<file path="config.mk">
export PLATFORM = sky130hd
export DESIGN_NAME = sbc_regmap
export DESIGN_NICKNAME = d
export VERILOG_FILES = /design/src/hdl/sbc_regmap_pkg.sv /design/src/hdl/sbc_regmap.sv /design/src/hdl/pin_sync.sv /design/src/hdl/status_flags.sv
export SDC_FILE = /design/constraint.sdc
export NUM_CORES = 2
export LEC_CHECK = 0
export BUFFER_PORTS_ARGS = -buffer_cell sky130_fd_sc_hd__buf_2
export CELL_PAD_IN_SITES_DETAIL_PLACEMENT = 2
export CELL_PAD_IN_SITES_GLOBAL_PLACEMENT = 2
export CORE_MARGIN = 1.5
export CORE_UTILIZATION = 35
export DETAILED_ROUTE_END_ITERATION = 8
export PLACE_DENSITY_LB_ADDON = 0.1
export RECOVER_POWER = 25
export SYNTH_ARGS = -nofsm -noshare
export SYNTH_HDL_FRONTEND = slang
export SYNTH_SLANG_ARGS = --single-unit
</file>
<file path="constraint.sdc">
create_clock -name ref_clk_i -period 18.1 [get_ports ref_clk_i]
set_input_delay 0.905 -clock ref_clk_i [delete_from_list [all_inputs] [get_ports ref_clk_i]]
set_output_delay 0.905 -clock ref_clk_i [all_outputs]
set_load 0.01 [all_outputs]
</file>
<file path="src/hdl/sbc_regmap_pkg.sv">
package sbc_regmap_pkg;

    // ----------------------------------------------------------------
    // Frame layout
    // ----------------------------------------------------------------
    localparam int FRAME_BITS = 16;
    localparam int LONG_FRAME_BITS = 32;
    localparam logic [5:0] CMD_LAST_BIT = 6'h07;
    localparam logic [5:0] FRAME_LIMIT = 6'h20;

    typedef enum logic [1:0] {
        PH_IDLE = 2'b00,
        PH_CMD = 2'b01,
        PH_DATA = 2'b10
    } frame_phase_e;

    // ----------------------------------------------------------------
    // Register addresses
    // ----------------------------------------------------------------
    localparam logic [6:0] ADDR_MODE = 7'h01;
    localparam logic [6:0] ADDR_TIMER = 7'h0c;
    localparam logic [6:0] ADDR_HW1 = 7'h0e;
    localparam logic [6:0] ADDR_HW2 = 7'h0f;
    localparam logic [6:0] ADDR_GPIO = 7'h17;
    localparam logic [6:0] ADDR_WAKE_LVL = 7'h47;
    localparam logic [6:0] ADDR_SELECTIVE_WAKE_STATUS = 7'h70;
    localparam logic [6:0] ADDR_ECNT = 7'h71;
    localparam logic [6:0] ADDR_CDR_HIGH = 7'h72;
    localparam logic [6:0] ADDR_CDR_LOW = 7'h73;
    localparam logic [6:0] ADDR_FAM_PROD = 7'h7e;

    // Write-to-clear status registers, index 0 listed last
    localparam int WC_REGS = 10;
    localparam logic [WC_REGS-1:0][6:0] WC_ADDRS = {
        7'h55, 7'h54, 7'h46, 7'h45, 7'h44, 7'h43, 7'h42, 7'h41, 7'h40, 7'h3f
    };
    localparam logic [WC_REGS*8-1:0] WC_VALID = {
        8'h40, 8'h40, 8'h10, 8'h31, 8'h1f, 8'hcf, 8'h0f, 8'h9d, 8'h63, 8'h00
    };
    // Supply-low register carries the power-on flag set at reset
    localparam logic [WC_REGS*8-1:0] WC_RESET = {
        8'h00, 8'h00, 8'h00, 8'h00, 8'h00, 8'h00, 8'h00, 8'h80, 8'h00, 8'h00
    };

    // ----------------------------------------------------------------
    // Field positions, masks, reset and restart values
    // ----------------------------------------------------------------
    localparam int MODE_LSB = 6;
    localparam logic [1:0] MODE_SOFT_RESET = 2'b11;
    localparam int CHARGE_PUMP_ENABLE_BIT_BIT = 2;
    localparam int LOCK0_BIT = 5;
    localparam int LOCK1_BIT = 0;

    localparam logic [7:0] MODE_MASK = 8'hdf;
    localparam logic [7:0] HW1_MASK = 8'h2f;
    localparam logic [7:0] HW2_MASK = 8'he1;
    localparam logic [7:0] GPIO_MASK = 8'h07;
    localparam logic [7:0] TIMER_MASK = 8'hff;
    localparam logic [7:0] WAKE_LVL_MASK = 8'hd1;
    localparam logic [7:0] SELECTIVE_WAKE_STATUS_MASK = 8'h4f;
    localparam logic [7:0] ECNT_MASK = 8'h3f;
    localparam logic [7:0] CDR_LOW_MASK = 8'hf0;

    localparam logic [7:0] MODE_POR = 8'h00;
    localparam logic [7:0] HW1_POR = 8'h00;
    localparam logic [7:0] HW2_POR = 8'h00;
    localparam logic [7:0] GPIO_POR = 8'h00;
    localparam logic [7:0] TIMER_POR = 8'h00;

    // Bits set here keep their value over a restart
    localparam logic [7:0] MODE_KEEP = 8'h03;
    localparam logic [7:0] HW1_KEEP = 8'h24;
    localparam logic [7:0] HW2_KEEP = 8'he1;
    localparam logic [7:0] GPIO_KEEP = 8'h07;
    localparam logic [7:0] TIMER_KEEP = 8'h00;

    // ----------------------------------------------------------------
    // Address decode
    // ----------------------------------------------------------------
    function automatic logic addr_valid(input logic [6:0] a);
        logic v;
        v = 1'b0;
        for (int i = 0; i < WC_REGS; i++) begin
            if (a == WC_ADDRS[i]) begin
                v = 1'b1;
            end
        end
        if (a == ADDR_MODE || a == ADDR_TIMER || a == ADDR_HW1 || a == ADDR_HW2 ||
            a == ADDR_GPIO || a == ADDR_WAKE_LVL || a == ADDR_SELECTIVE_WAKE_STATUS ||
            a == ADDR_ECNT || a == ADDR_CDR_HIGH || a == ADDR_CDR_LOW ||
            a == ADDR_FAM_PROD) begin
            v = 1'b1;
        end
        return v;
    endfunction : addr_valid

    function automatic logic [6:0] next_valid(input logic [6:0] a);
        logic [6:0] r;
        logic [6:0] c;
        r = a;
        for (int i = 127; i >= 1; i--) begin
            c = 7'(a + 7'(i));
            if (addr_valid(c)) begin
                r = c;
            end
        end
        return r;
    endfunction : next_valid

endpackage : sbc_regmap_pkg

</file>
<file path="src/hdl/sbc_regmap.sv">
`timescale 1ns/1ps
// Functional notes
// - Sixteen-bit frame: address, mode, then data
// - Mode bit zero reads without changing registers
// - Mode bit one stores data byte
// - Data bits D0..D7 are frame bits 8..15
// - Extra bytes access next valid address
// - Power-on reset loads defined values
// - Restart loads restart values, keeps don't-care bits
// - Reserved bits always read zero
// - Read-only bits ignore writes; rw bits store
// - Hardware-modifiable bits: controller and hardware write
// - Lockable bits ignore writes when either lock set
// - First lock survives soft reset until cleared
// - Second lock holds until power-on reset
// - Soft reset keeps locked, restores unlocked configuration
// - Device changes only hardware-modifiable bits
// - One address per register, decoded word-wise
module sbc_regmap
    import sbc_regmap_pkg::*;
#(
    parameter logic [7:0] FAMILY_PRODUCT_ID = 8'h5a  // Arbitrary value
) (
    // Clock and resets
    input wire logic ref_clk_i,
    input wire logic sys_rst_i,
    input wire logic restart_i,
    // Serial link pins
    input wire logic spi_sclk_i,
    input wire logic spi_cs_n_i,
    input wire logic spi_mosi_i,
    output logic spi_miso_o,
    output logic spi_miso_oe_o,
    // Hardware side
    input wire logic mode_hw_we_i,
    input wire logic [1:0] mode_hw_i,
    input wire logic [WC_REGS*8-1:0] status_set_i,
    input wire logic [7:0] wake_level_i,
    input wire logic [7:0] swk_status_i,
    input wire logic [7:0] swk_err_count_i,
    input wire logic [11:0] clock_recovery_avg_i,
    // Configuration outputs
    output logic [7:0] mode_ctrl_o,
    output logic [7:0] hardware_control_one_o,
    output logic [7:0] hardware_control_two_o,
    output logic [7:0] gpio_config_o,
    output logic [7:0] timer_ctrl_o,
    output logic charge_pump_enable_o,
    output logic soft_reset_o
);

    // ----------------------------------------------------------------
    // Pin synchronisation and edge detection
    // ----------------------------------------------------------------
    logic [2:0] pins_s;
    logic sclk_s;
    logic cs_n_s;
    logic mosi_s;
    logic sclk_prev_q;
    logic sclk_rise;
    logic sclk_fall;

    pin_sync #(
        .WIDTH(3)
    ) u_pin_sync (
        .ref_clk_i(ref_clk_i),
        .sys_rst_i(sys_rst_i),
        .pin_i({spi_sclk_i, spi_cs_n_i, spi_mosi_i}),
        .pin_rst_val_i(3'h2),
        .sync_o(pins_s)
    );

    assign sclk_s = pins_s[2];
    assign cs_n_s = pins_s[1];
    assign mosi_s = pins_s[0];
    assign sclk_rise = sclk_s & ~sclk_prev_q;
    assign sclk_fall = ~sclk_s & sclk_prev_q;

    // ----------------------------------------------------------------
    // Frame engine
    // ----------------------------------------------------------------
    frame_phase_e phase_q;
    frame_phase_e phase_d;
    logic [5:0] bit_cnt_q;
    logic [5:0] bit_cnt_d;
    logic [7:0] shift_q;
    logic [7:0] shift_d;
    logic [7:0] tx_q;
    logic [7:0] tx_d;
    logic [6:0] addr_q;
    logic [6:0] addr_d;
    logic wr_q;
    logic wr_d;
    logic miso_q;
    logic miso_d;
    logic acc_we;
    logic [6:0] acc_addr;
    logic [7:0] acc_data;
    logic [6:0] rd_addr;
    logic [7:0] rd_data;

    // Byte arrives LSB first, so the mode bit is the last of the first byte
    assign acc_data = {mosi_s, shift_q[7:1]};
    assign acc_addr = addr_q;
    assign rd_addr = (bit_cnt_q == CMD_LAST_BIT) ? shift_q[7:1] : next_valid(addr_q);

    always_comb begin
        phase_d = phase_q;
        bit_cnt_d = bit_cnt_q;
        shift_d = shift_q;
        tx_d = tx_q;
        addr_d = addr_q;
        wr_d = wr_q;
        miso_d = miso_q;
        acc_we = 1'b0;
        if (cs_n_s) begin
            phase_d = PH_IDLE;
            bit_cnt_d = 6'h00;
            tx_d = 8'h00;
            miso_d = 1'b0;
        end else begin
            if (phase_q == PH_IDLE) begin
                phase_d = PH_CMD;
            end
            if (sclk_rise && bit_cnt_q < FRAME_LIMIT) begin
                shift_d = acc_data;
                bit_cnt_d = 6'(bit_cnt_q + 6'h01);
                if (bit_cnt_q == CMD_LAST_BIT) begin
                    addr_d = shift_q[7:1];
                    wr_d = mosi_s;
                    phase_d = PH_DATA;
                    tx_d = rd_data;
                end else if (bit_cnt_q[2:0] == 3'h7) begin
                    acc_we = wr_q;
                    addr_d = next_valid(addr_q);
                    tx_d = rd_data;
                end
            end
            // Data is launched on the falling edge, sampled by the controller at the end of the high phase
            if (sclk_fall) begin
                miso_d = tx_q[0];
                tx_d = {1'b0, tx_q[7:1]};
            end
        end
    end

    always_ff @(posedge ref_clk_i) begin
        if (sys_rst_i) begin
            phase_q <= PH_IDLE;
            bit_cnt_q <= 6'h00;
            shift_q <= 8'h00;
            tx_q <= 8'h00;
            addr_q <= 7'h00;
            wr_q <= 1'b0;
            miso_q <= 1'b0;
            sclk_prev_q <= 1'b0;
        end else begin
            phase_q <= phase_d;
            bit_cnt_q <= bit_cnt_d;
            shift_q <= shift_d;
            tx_q <= tx_d;
            addr_q <= addr_d;
            wr_q <= wr_d;
            miso_q <= miso_d;
            sclk_prev_q <= sclk_s;
        end
    end

    assign spi_miso_o = miso_q;
    assign spi_miso_oe_o = ~cs_n_s;

    // ----------------------------------------------------------------
    // Control registers
    // ----------------------------------------------------------------
    logic [7:0] mode_q;
    logic [7:0] mode_d;
    logic [7:0] hw1_q;
    logic [7:0] hw1_d;
    logic [7:0] hw2_q;
    logic [7:0] hw2_d;
    logic [7:0] gpio_q;
    logic [7:0] gpio_d;
    logic [7:0] timer_q;
    logic [7:0] timer_d;
    logic soft_q;
    logic soft_d;
    logic locked;

    assign locked = hw1_q[LOCK0_BIT] | hw2_q[LOCK1_BIT];

    always_comb begin
        mode_d = mode_q;
        hw1_d = hw1_q;
        hw2_d = hw2_q;
        gpio_d = gpio_q;
        timer_d = timer_q;
        soft_d = 1'b0;
        if (restart_i) begin
            mode_d = (mode_q & MODE_KEEP) | (MODE_POR & ~MODE_KEEP);
            hw1_d = (hw1_q & HW1_KEEP) | (HW1_POR & ~HW1_KEEP);
            hw2_d = (hw2_q & HW2_KEEP) | (HW2_POR & ~HW2_KEEP);
            gpio_d = (gpio_q & GPIO_KEEP) | (GPIO_POR & ~GPIO_KEEP);
            timer_d = (timer_q & TIMER_KEEP) | (TIMER_POR & ~TIMER_KEEP);
        end else if (soft_q) begin
            mode_d = MODE_POR;
            timer_d = TIMER_POR;
            hw1_d = HW1_POR;
            hw1_d[LOCK0_BIT] = hw1_q[LOCK0_BIT];
            hw1_d[CHARGE_PUMP_ENABLE_BIT_BIT] = locked ? hw1_q[CHARGE_PUMP_ENABLE_BIT_BIT] : HW1_POR[CHARGE_PUMP_ENABLE_BIT_BIT];
            hw2_d = HW2_POR;
            hw2_d[LOCK1_BIT] = hw2_q[LOCK1_BIT];
            gpio_d = locked ? gpio_q : GPIO_POR;
        end else begin
            if (acc_we) begin
                // Unmapped and read-only addresses take no write
                unique case (acc_addr)
                    ADDR_MODE: begin
                        mode_d = acc_data & MODE_MASK;
                        soft_d = acc_data[MODE_LSB +: 2] == MODE_SOFT_RESET;
                    end
                    ADDR_HW1: begin
                        hw1_d = acc_data & HW1_MASK;
                        if (locked) begin
                            hw1_d[CHARGE_PUMP_ENABLE_BIT_BIT] = hw1_q[CHARGE_PUMP_ENABLE_BIT_BIT];
                        end
                    end
                    ADDR_HW2: begin
                        hw2_d = (acc_data & HW2_MASK) | (hw2_q & (8'h01 << LOCK1_BIT));
                    end
                    ADDR_GPIO: begin
                        gpio_d = locked ? gpio_q : (acc_data & GPIO_MASK);
                    end
                    ADDR_TIMER: begin
                        timer_d = acc_data & TIMER_MASK;
                    end
                    default: begin
                    end
                endcase
            end
            // Only the mode field may be moved by the device itself
            if (mode_hw_we_i) begin
                mode_d[MODE_LSB +: 2] = mode_hw_i;
            end
        end
    end

    always_ff @(posedge ref_clk_i) begin
        if (sys_rst_i) begin
            mode_q <= MODE_POR;
            hw1_q <= HW1_POR;
            hw2_q <= HW2_POR;
            gpio_q <= GPIO_POR;
            timer_q <= TIMER_POR;
            soft_q <= 1'b0;
        end else begin
            mode_q <= mode_d;
            hw1_q <= hw1_d;
            hw2_q <= hw2_d;
            gpio_q <= gpio_d;
            timer_q <= timer_d;
            soft_q <= soft_d;
        end
    end

    assign mode_ctrl_o = mode_q;
    assign hardware_control_one_o = hw1_q;
    assign hardware_control_two_o = hw2_q;
    assign gpio_config_o = gpio_q;
    assign timer_ctrl_o = timer_q;
    assign charge_pump_enable_o = hw1_q[CHARGE_PUMP_ENABLE_BIT_BIT];
    assign soft_reset_o = soft_q;

    // ----------------------------------------------------------------
    // Status flags and read path
    // ----------------------------------------------------------------
    logic [WC_REGS-1:0] wc_clear;
    logic [WC_REGS*8-1:0] wc_flags;

    always_comb begin
        for (int i = 0; i < WC_REGS; i++) begin
            wc_clear[i] = acc_we && acc_addr == WC_ADDRS[i];
        end
    end

    status_flags #(
        .REGS(WC_REGS),
        .VALID(WC_VALID),
        .RESET_VAL(WC_RESET)
    ) u_status_flags (
        .ref_clk_i(ref_clk_i),
        .sys_rst_i(sys_rst_i),
        .set_i(status_set_i),
        .clear_i(wc_clear),
        .flags_o(wc_flags)
    );

    // Reserved positions masked on every read
    always_comb begin
        rd_data = 8'h00;
        unique case (rd_addr)
            ADDR_MODE: rd_data = mode_q & MODE_MASK;
            ADDR_HW1: rd_data = hw1_q & HW1_MASK;
            ADDR_HW2: rd_data = hw2_q & HW2_MASK;
            ADDR_GPIO: rd_data = gpio_q & GPIO_MASK;
            ADDR_TIMER: rd_data = timer_q & TIMER_MASK;
            ADDR_WAKE_LVL: rd_data = wake_level_i & WAKE_LVL_MASK;
            ADDR_SELECTIVE_WAKE_STATUS: rd_data = swk_status_i & SELECTIVE_WAKE_STATUS_MASK;
            ADDR_ECNT: rd_data = swk_err_count_i & ECNT_MASK;
            ADDR_CDR_HIGH: rd_data = clock_recovery_avg_i[11:4];
            ADDR_CDR_LOW: rd_data = {clock_recovery_avg_i[3:0], 4'h0} & CDR_LOW_MASK;
            ADDR_FAM_PROD: rd_data = FAMILY_PRODUCT_ID;
            default: begin
                for (int i = 0; i < WC_REGS; i++) begin
                    if (rd_addr == WC_ADDRS[i]) begin
                        rd_data = wc_flags[i*8 +: 8];
                    end
                end
            end
        endcase
    end
endmodule : sbc_regmap

</file>
<file path="src/hdl/pin_sync.sv">
`timescale 1ns/1ps
module pin_sync #(
    parameter int WIDTH = 3
) (
    // Clock and reset
    input wire logic ref_clk_i,
    input wire logic sys_rst_i,
    // Pins
    input wire logic [WIDTH-1:0] pin_i,
    input wire logic [WIDTH-1:0] pin_rst_val_i,
    output logic [WIDTH-1:0] sync_o
);
    logic [WIDTH-1:0] meta_q;
    logic [WIDTH-1:0] meta_d;
    logic [WIDTH-1:0] sync_q;
    logic [WIDTH-1:0] sync_d;

    always_comb begin
        meta_d = sys_rst_i ? pin_rst_val_i : pin_i;
        sync_d = sys_rst_i ? pin_rst_val_i : meta_q;
    end

    always_ff @(posedge ref_clk_i) begin
        meta_q <= meta_d;
        sync_q <= sync_d;
    end

    assign sync_o = sync_q;
endmodule : pin_sync

</file>
<file path="src/hdl/status_flags.sv">
`timescale 1ns/1ps
module status_flags #(
    parameter int REGS = 10,
    parameter logic [REGS*8-1:0] VALID = '1,
    parameter logic [REGS*8-1:0] RESET_VAL = '0
) (
    // Clock and reset
    input wire logic ref_clk_i,
    input wire logic sys_rst_i,
    // Events and clears
    input wire logic [REGS*8-1:0] set_i,
    input wire logic [REGS-1:0] clear_i,
    // Flags
    output logic [REGS*8-1:0] flags_o
);
    logic [REGS*8-1:0] flags_q;
    logic [REGS*8-1:0] flags_d;

    // Event in the clearing cycle survives the clear
    always_comb begin
        for (int r = 0; r < REGS; r++) begin
            flags_d[r*8 +: 8] = ((clear_i[r] ? 8'h00 : flags_q[r*8 +: 8]) | set_i[r*8 +: 8])
                                & VALID[r*8 +: 8];
        end
    end

    always_ff @(posedge ref_clk_i) begin
        if (sys_rst_i) begin
            flags_q <= RESET_VAL & VALID;
        end else begin
            flags_q <= flags_d;
        end
    end

    assign flags_o = flags_q;
endmodule : status_flags

</file>
==> run_results.csv, run 1 <==
group,metric,value,unit
grt,grt_remaining_overflow,27,
placement,io_buffers,96,
clock_tree,clock_path_buffers,2,
clock_tree,cts_setup_buffers,0,
clock_tree,cts-buffers-inserted,9,
grt,grt_use_total,76.5,%
logic_synthesis,async_reset_ff_share,0,%
run_status,lastStage,"5_1_grt",
grt,grt_max_degree,69,
floorplan,die_w,323,um
logic_synthesis,synth_cell_type_count,124,
floorplan,io_pins,169,
logic_synthesis,synthesis.instances,5662,
clock_tree,cts-hold-fix-buffers,0,
placement,post-dp-hpwl,296000,um
logic_synthesis,synth_flop_cell,"dfxtp_1",
logic_synthesis,synth_area,35900,um2
logic_synthesis,synth_edf_count,0,
grt,first_global_vias,65306,
clock_tree,htreeDepth,3,
clock_tree,clockRootBuffer,"clkbuf_16",
run_status,tool.error,"[ERROR GRT-0116] Global routing finished with congestion. Check the congestion regions in the DRC Viewer.",
run_status,status,"aborted with a tool error",
logic_synthesis,ys_warn_count,0,
placement,gp_congestion,1.24,
clock_tree,post_cts_resized,0,
logic_synthesis,syn_area_per_cell,6.33,um2
grt,grt_first_pass_wirelength,564000,um
logic_synthesis,ys_seq_elements,95,
floorplan,rows,117,
floorplan,start_util,35.3,%
clock_tree,clock_sinks,95,
logic_synthesis,yosysSeqAreaShare,5.30,%
floorplan,die_h,323,um
## per-layer routing
| metal | overflow | global-route usage [%] |
|---|---|---|
| met1 | 0 | 78.7 |
| met5 | 0 | 34.2 |
| met3 | 1 | 63.2 |
| met4 | 13 | 72.5 |
| met2 | 13 | 90.1 |
## synthesized netlist by cell type, drive strengths merged, types with 27 or more instances
master	number	share of area, %
nand3	234	3.3
a21o	51	1.1
nand3b	30	0.63
buf	194	3.3
or4	30	0.64
o211ai	182	3.9
o22ai	57	0.99
o21a	60	1.3
mux2i	102	2.8
or2	40	0.70
a2111oi	71	1.9
nor4	89	1.6
nand2	598	6.3
clkbuf	302	3.2
nand4	100	1.7
nand2b	56	0.98
ha	32	1.1
mux2	29	0.92
a211oi	155	3.3
a21oi	456	6.4
xnor2	116	3.0
o311ai	51	1.3
nor2b	53	0.92
and2	67	1.2
o21bai	30	0.63
a311oi	67	1.7
nor3	270	3.9
a31o	27	0.66
o211a	28	0.78
inv	52	0.54
or3	52	0.92
a221oi	52	1.4
nor2	561	5.9
o31ai	60	1.3
o2111ai	44	1.1
o221ai	49	1.2
o21ai	478	6.7
a211o	40	0.98
dfxtp	95	5.3
and3	45	0.78
a21boi	38	0.82
a31oi	106	1.8
a22oi	28	0.59
## cell families after synthesis
logic type	count (synthesis)	synth area share, %
buffers and inverters	551	7.08
XOR/XNOR	132	3.59
other	1	0.0105
adder cells (fa/ha/maj)	32	1.12
AO/OA/AOI/OAI	2416	47.6
multiplexers	133	3.89
AND/OR/NAND/NOR	2302	31.4
flip-flops	95	5.30
## through the flow
| step | cells | hold WS [ns] | instance area (um2) | setup slack, ns |
|---|---|---|---|---|
| 3_3_place_gp | 6986 | 0.394 | 39000 | 7.99 |
| 3_5_place_dp | 6986 | 0.401 | 39000 | 7.65 |
| 4_1_cts | 7002 | 0.426 | 39300 | 7.48 |
| 2_1_floorplan | 5674 | 0.389 | 35900 | 11.22 |
==> inputs of run 2 (changes only) <==
- CELL_PAD_IN_SITES_DETAIL_PLACEMENT: 2 -> unset
- CELL_PAD_IN_SITES_GLOBAL_PLACEMENT: 2 -> unset
- CORE_UTILIZATION: 35 -> 20
- PLACE_DENSITY_LB_ADDON: 0.1 -> 0.15
==> run 2 against run 1 <==
  * The flow now finishes, with violations (max-capacitance violations, max-slew violations)
  * Synthesized cell count stayed put
  * Synthesized area stayed put
==> run_results.csv, run 2 <==
group,metric,value,unit
grt,grt_remaining_overflow,0,
grt,grt_first_pass_wirelength,567000,um
logic_synthesis,synthesis.instances,5662,
clock_tree,path_clk_slew,0.10,ns
grt,antenna_found_initial,107,
run_status,violations,"max-capacitance violations, max-slew violations",
clock_tree,clock_path_buffers,2,
timing,grt_setup_unrepaired,"no",
logic_synthesis,async_reset_ff_share,0,%
clock_tree,clockRootBuffer,"clkbuf_16",
timing,fmax,89.3,MHz
final_layout,largest_register_ffs,30,
setup_path,crit_chain,"buf_12 -> ha_1 -> buf_4 -> nor2b_1 -> a221o_1 -> buf_4 -> nor2_1 -> a31oi_1 -> o221a_2 -> nand3_1 -> nor4_1 -> o2111a_1 -> o2111ai_1 -> a21oi_1 -> a211oi_1 -> nor2_1 -> nand2_1 -> nor2b_1 -> a22oi_1 -> a2bb2oi_1 -> a21oi_1 -> o221a_2",
final_layout,area_delta_synth_final,16.5,%
drt,viasPerCell,7.02,
logic_synthesis,synth.most_common_cell,"nand2_1",
power,power.total,457,uW
timing,hold_viol_final,0,
power,p_int,324,uW
floorplan,start_util,20.1,%
timing,fin_crit_sh,61.8,%
final_layout,most-common-layout-cells,"596 x nand2_1, 549 x nor2_1, 450 x a21oi_1, 450 x buf_4, 436 x o21ai_0",
logic_synthesis,ys_seq_elements,95,
setup_path,r2r_end,"tx_q[7]$_SDFFE_PP0P_",
grt,grt_max_degree,50,
timing,tightest_slew,2.24,ns
timing,hold_slack,0.421,ns
logic_synthesis,synth_edf_count,0,
final_layout,final_common_cell,"nand2_1",
clock_tree,cts-buffers-inserted,9,
power,comb_power_share,5.1,%
setup_path,reg2reg_from,"acc_addr[4]$_SDFFE_PP0P_",
logic_synthesis,ys_warn_count,0,
logic_synthesis,yosysTopAreaCellShare,6.32,%
clock_tree,cts_tree,"yes",
clock_tree,insertion_delay,0.39,ns
power,p_leak,15.0,nW
logic_synthesis,synth_area,35900,um2
setup_path,worstSetupPathType,"register to register",
clock_tree,cts-hold-fix-buffers,0,
drt,drc_errors,0,
placement,post-dp-hpwl,373000,um
hold_path,min_path_type,"register to register",
logic_synthesis,synth_cell_type_count,124,
power,p_sw,133,uW
grt,grt_use_total,47.6,%
setup_path,endpoint_kind,"register",
power,p_seq_share,47.7,%
logic_synthesis,synth_flop_cell,"dfxtp_1",
floorplan,die_h,426,um
setup_path,worstSetupStartpoint,"acc_addr[4]$_SDFFE_PP0P_",
setup_path,r2r_slack,6.91,ns
timing,maxSlewViolCount,83,
setup_path,critPathSlowestCell,"nor2b_1",
logic_synthesis,synth.area.top_cells,"a21oi_1 6.3%, nand2_1 6.2%, o21ai_0 6.2%",
drt,post_drt_wl_per_cell,55.2,um
final_layout,drive_gt1_share,15.5,%
timing,setup_violations,0,
drt,routed_wl,449000,um
floorplan,coreArea,178000,um2
grt,first_global_vias,51603,
setup_path,crit_arrival,11.52,ns
logic_synthesis,yosys-top-cells-count,"596 x nand2_1, 558 x nor2_1, 453 x a21oi_1",
floorplan,io_pins,169,
logic_synthesis,yosysTopAreaCell,"a21oi_1",
setup_path,worst_ep_required_time,18.42,ns
flow_run,maxCapViolations,6,
drt,antenna_left,0,
timing,relSlewSlack,-49.2,%
timing,min_period,11.19,ns
power,p_per_area,10.9,nW/um2
setup_path,critical_path_depth,22,
clock_tree,htreeDepth,3,
drt,num_vias,57134,
setup_path,crit_fanout,49,
drt,dr.pass1.iters,6,
power,vdd_drop_max,47.0,uV
floorplan,rows,155,
setup_path,cp_slowest_stage_delay,1.23,ns
logic_synthesis,yosysSeqAreaShare,5.30,%
floorplan,die_w,426,um
timing,setup_tns,0,ns
clock_tree,post_cts_resized,0,
floorplan,die_area,182000,um2
placement,io_buffers,96,
final_layout,nets,5894,
logic_synthesis,syn_area_per_cell,6.33,um2
run_status,status,"complete, but fails checks",
setup_path,endpoint,"tx_q[7]$_SDFFE_PP0P_",
power,sw_frac_of_total,29.0,%
placement,gp_congestion,1.11,
setup_path,critPathTopFamily,"simple AND/OR/NAND/NOR gates",
timing,fin_skew,0.0228,ns
drt,drt-initial-drc-count,9248,
clock_tree,cts_setup_buffers,0,
setup_path,r2r_cells,22,
setup_path,start_kind,"register",
power,clockPowerShare,47.2,%
setup_path,path_buf_inv,3,
clock_tree,clock_sinks,95,
run 2: cell families (layout without fill, tap and decap cells):
| group | count (synthesis) | in the layout | synth area share [%] |
|---|---|---|---|
| XOR/XNOR | 132 | 132 | 3.59 |
| flip-flops | 95 | 95 | 5.30 |
| multiplexers | 133 | 133 | 3.89 |
| AND/OR/NAND/NOR | 2302 | 2302 | 31.4 |
| adder cells (fa/ha/maj) | 32 | 32 | 1.12 |
| AO/OA/AOI/OAI | 2416 | 2416 | 47.6 |
| buffers and inverters | 551 | 619 | 7.08 |
| other | 1 | 50 | 0.0105 |
run 2: power groups by stage:
stage,clock network (mW),registers (mW),logic [mW]
5_1_grt,0.224,0.218,0.0255
3_5_place_dp,0,0.223,0.0230
3_3_place_gp,0,0.223,0.0232
6_report,0.215,0.218,0.0233
4_1_cts,0.217,0.218,0.0231
2_1_floorplan,0,0.221,0.0134
run 2: worst min-delay path by stage:
stage                                         start                         endpoint  cells past startpoint
floorplan           u_pin_sync.meta_q[1]$_SDFF_PP1_  u_pin_sync.sync_o[1]$_SDFF_PP1_                      1
global placement    u_pin_sync.meta_q[1]$_SDFF_PP1_  u_pin_sync.sync_o[1]$_SDFF_PP1_                      1
detailed placement  u_pin_sync.meta_q[1]$_SDFF_PP1_  u_pin_sync.sync_o[1]$_SDFF_PP1_                      1
CTS                 u_pin_sync.meta_q[1]$_SDFF_PP1_  u_pin_sync.sync_o[1]$_SDFF_PP1_                      1
global route        u_pin_sync.meta_q[1]$_SDFF_PP1_  u_pin_sync.sync_o[1]$_SDFF_PP1_                      1
finish              u_pin_sync.meta_q[1]$_SDFF_PP1_  u_pin_sync.sync_o[1]$_SDFF_PP1_                      1
run 2: final cells by class:
| cell class | count | area [um2] |
|---|---|---|
| timing repair buffer | 548 | 3860 |
| multi-input combinational | 5028 | 32400 |
| inverter | 55 | 206 |
| clock buffer | 9 | 225 |
| tap | 2355 | 2950 |
| fill | 20438 | 136000 |
| clock inverter | 7 | 91.3 |
| sequential | 95 | 1930 |
| antenna | 37 | 92.6 |
run 2: layer usage:
| layer | vias to the layer above | part of all wire (%) | track usage (%) |
|---|---|---|---|
| met5 | - | 0.079 | 0 |
| met4 | 50 | 9.7 | 37.6 |
| met3 | 1247 | 10 | 13.5 |
| met2 | 4577 | 42 | 70.9 |
| met1 | 28751 | 38 | 57.1 |
| li1 | 22509 | - | - |
run 2: through the flow:
stage               std cells  setup slack, ns  utilization (%)  instance area [um2]
floorplan                5674            11.22                -                35900
CTS                      8097             7.64             23.4                41700
finish                   8134             6.91             23.4                41800
detailed placement       8081             7.70             23.2                41400
global placement         8081             7.64             23.2                41400
global route             8103             7.22             23.4                41700
No activity file was read; power rests on OpenSTA's default activity.
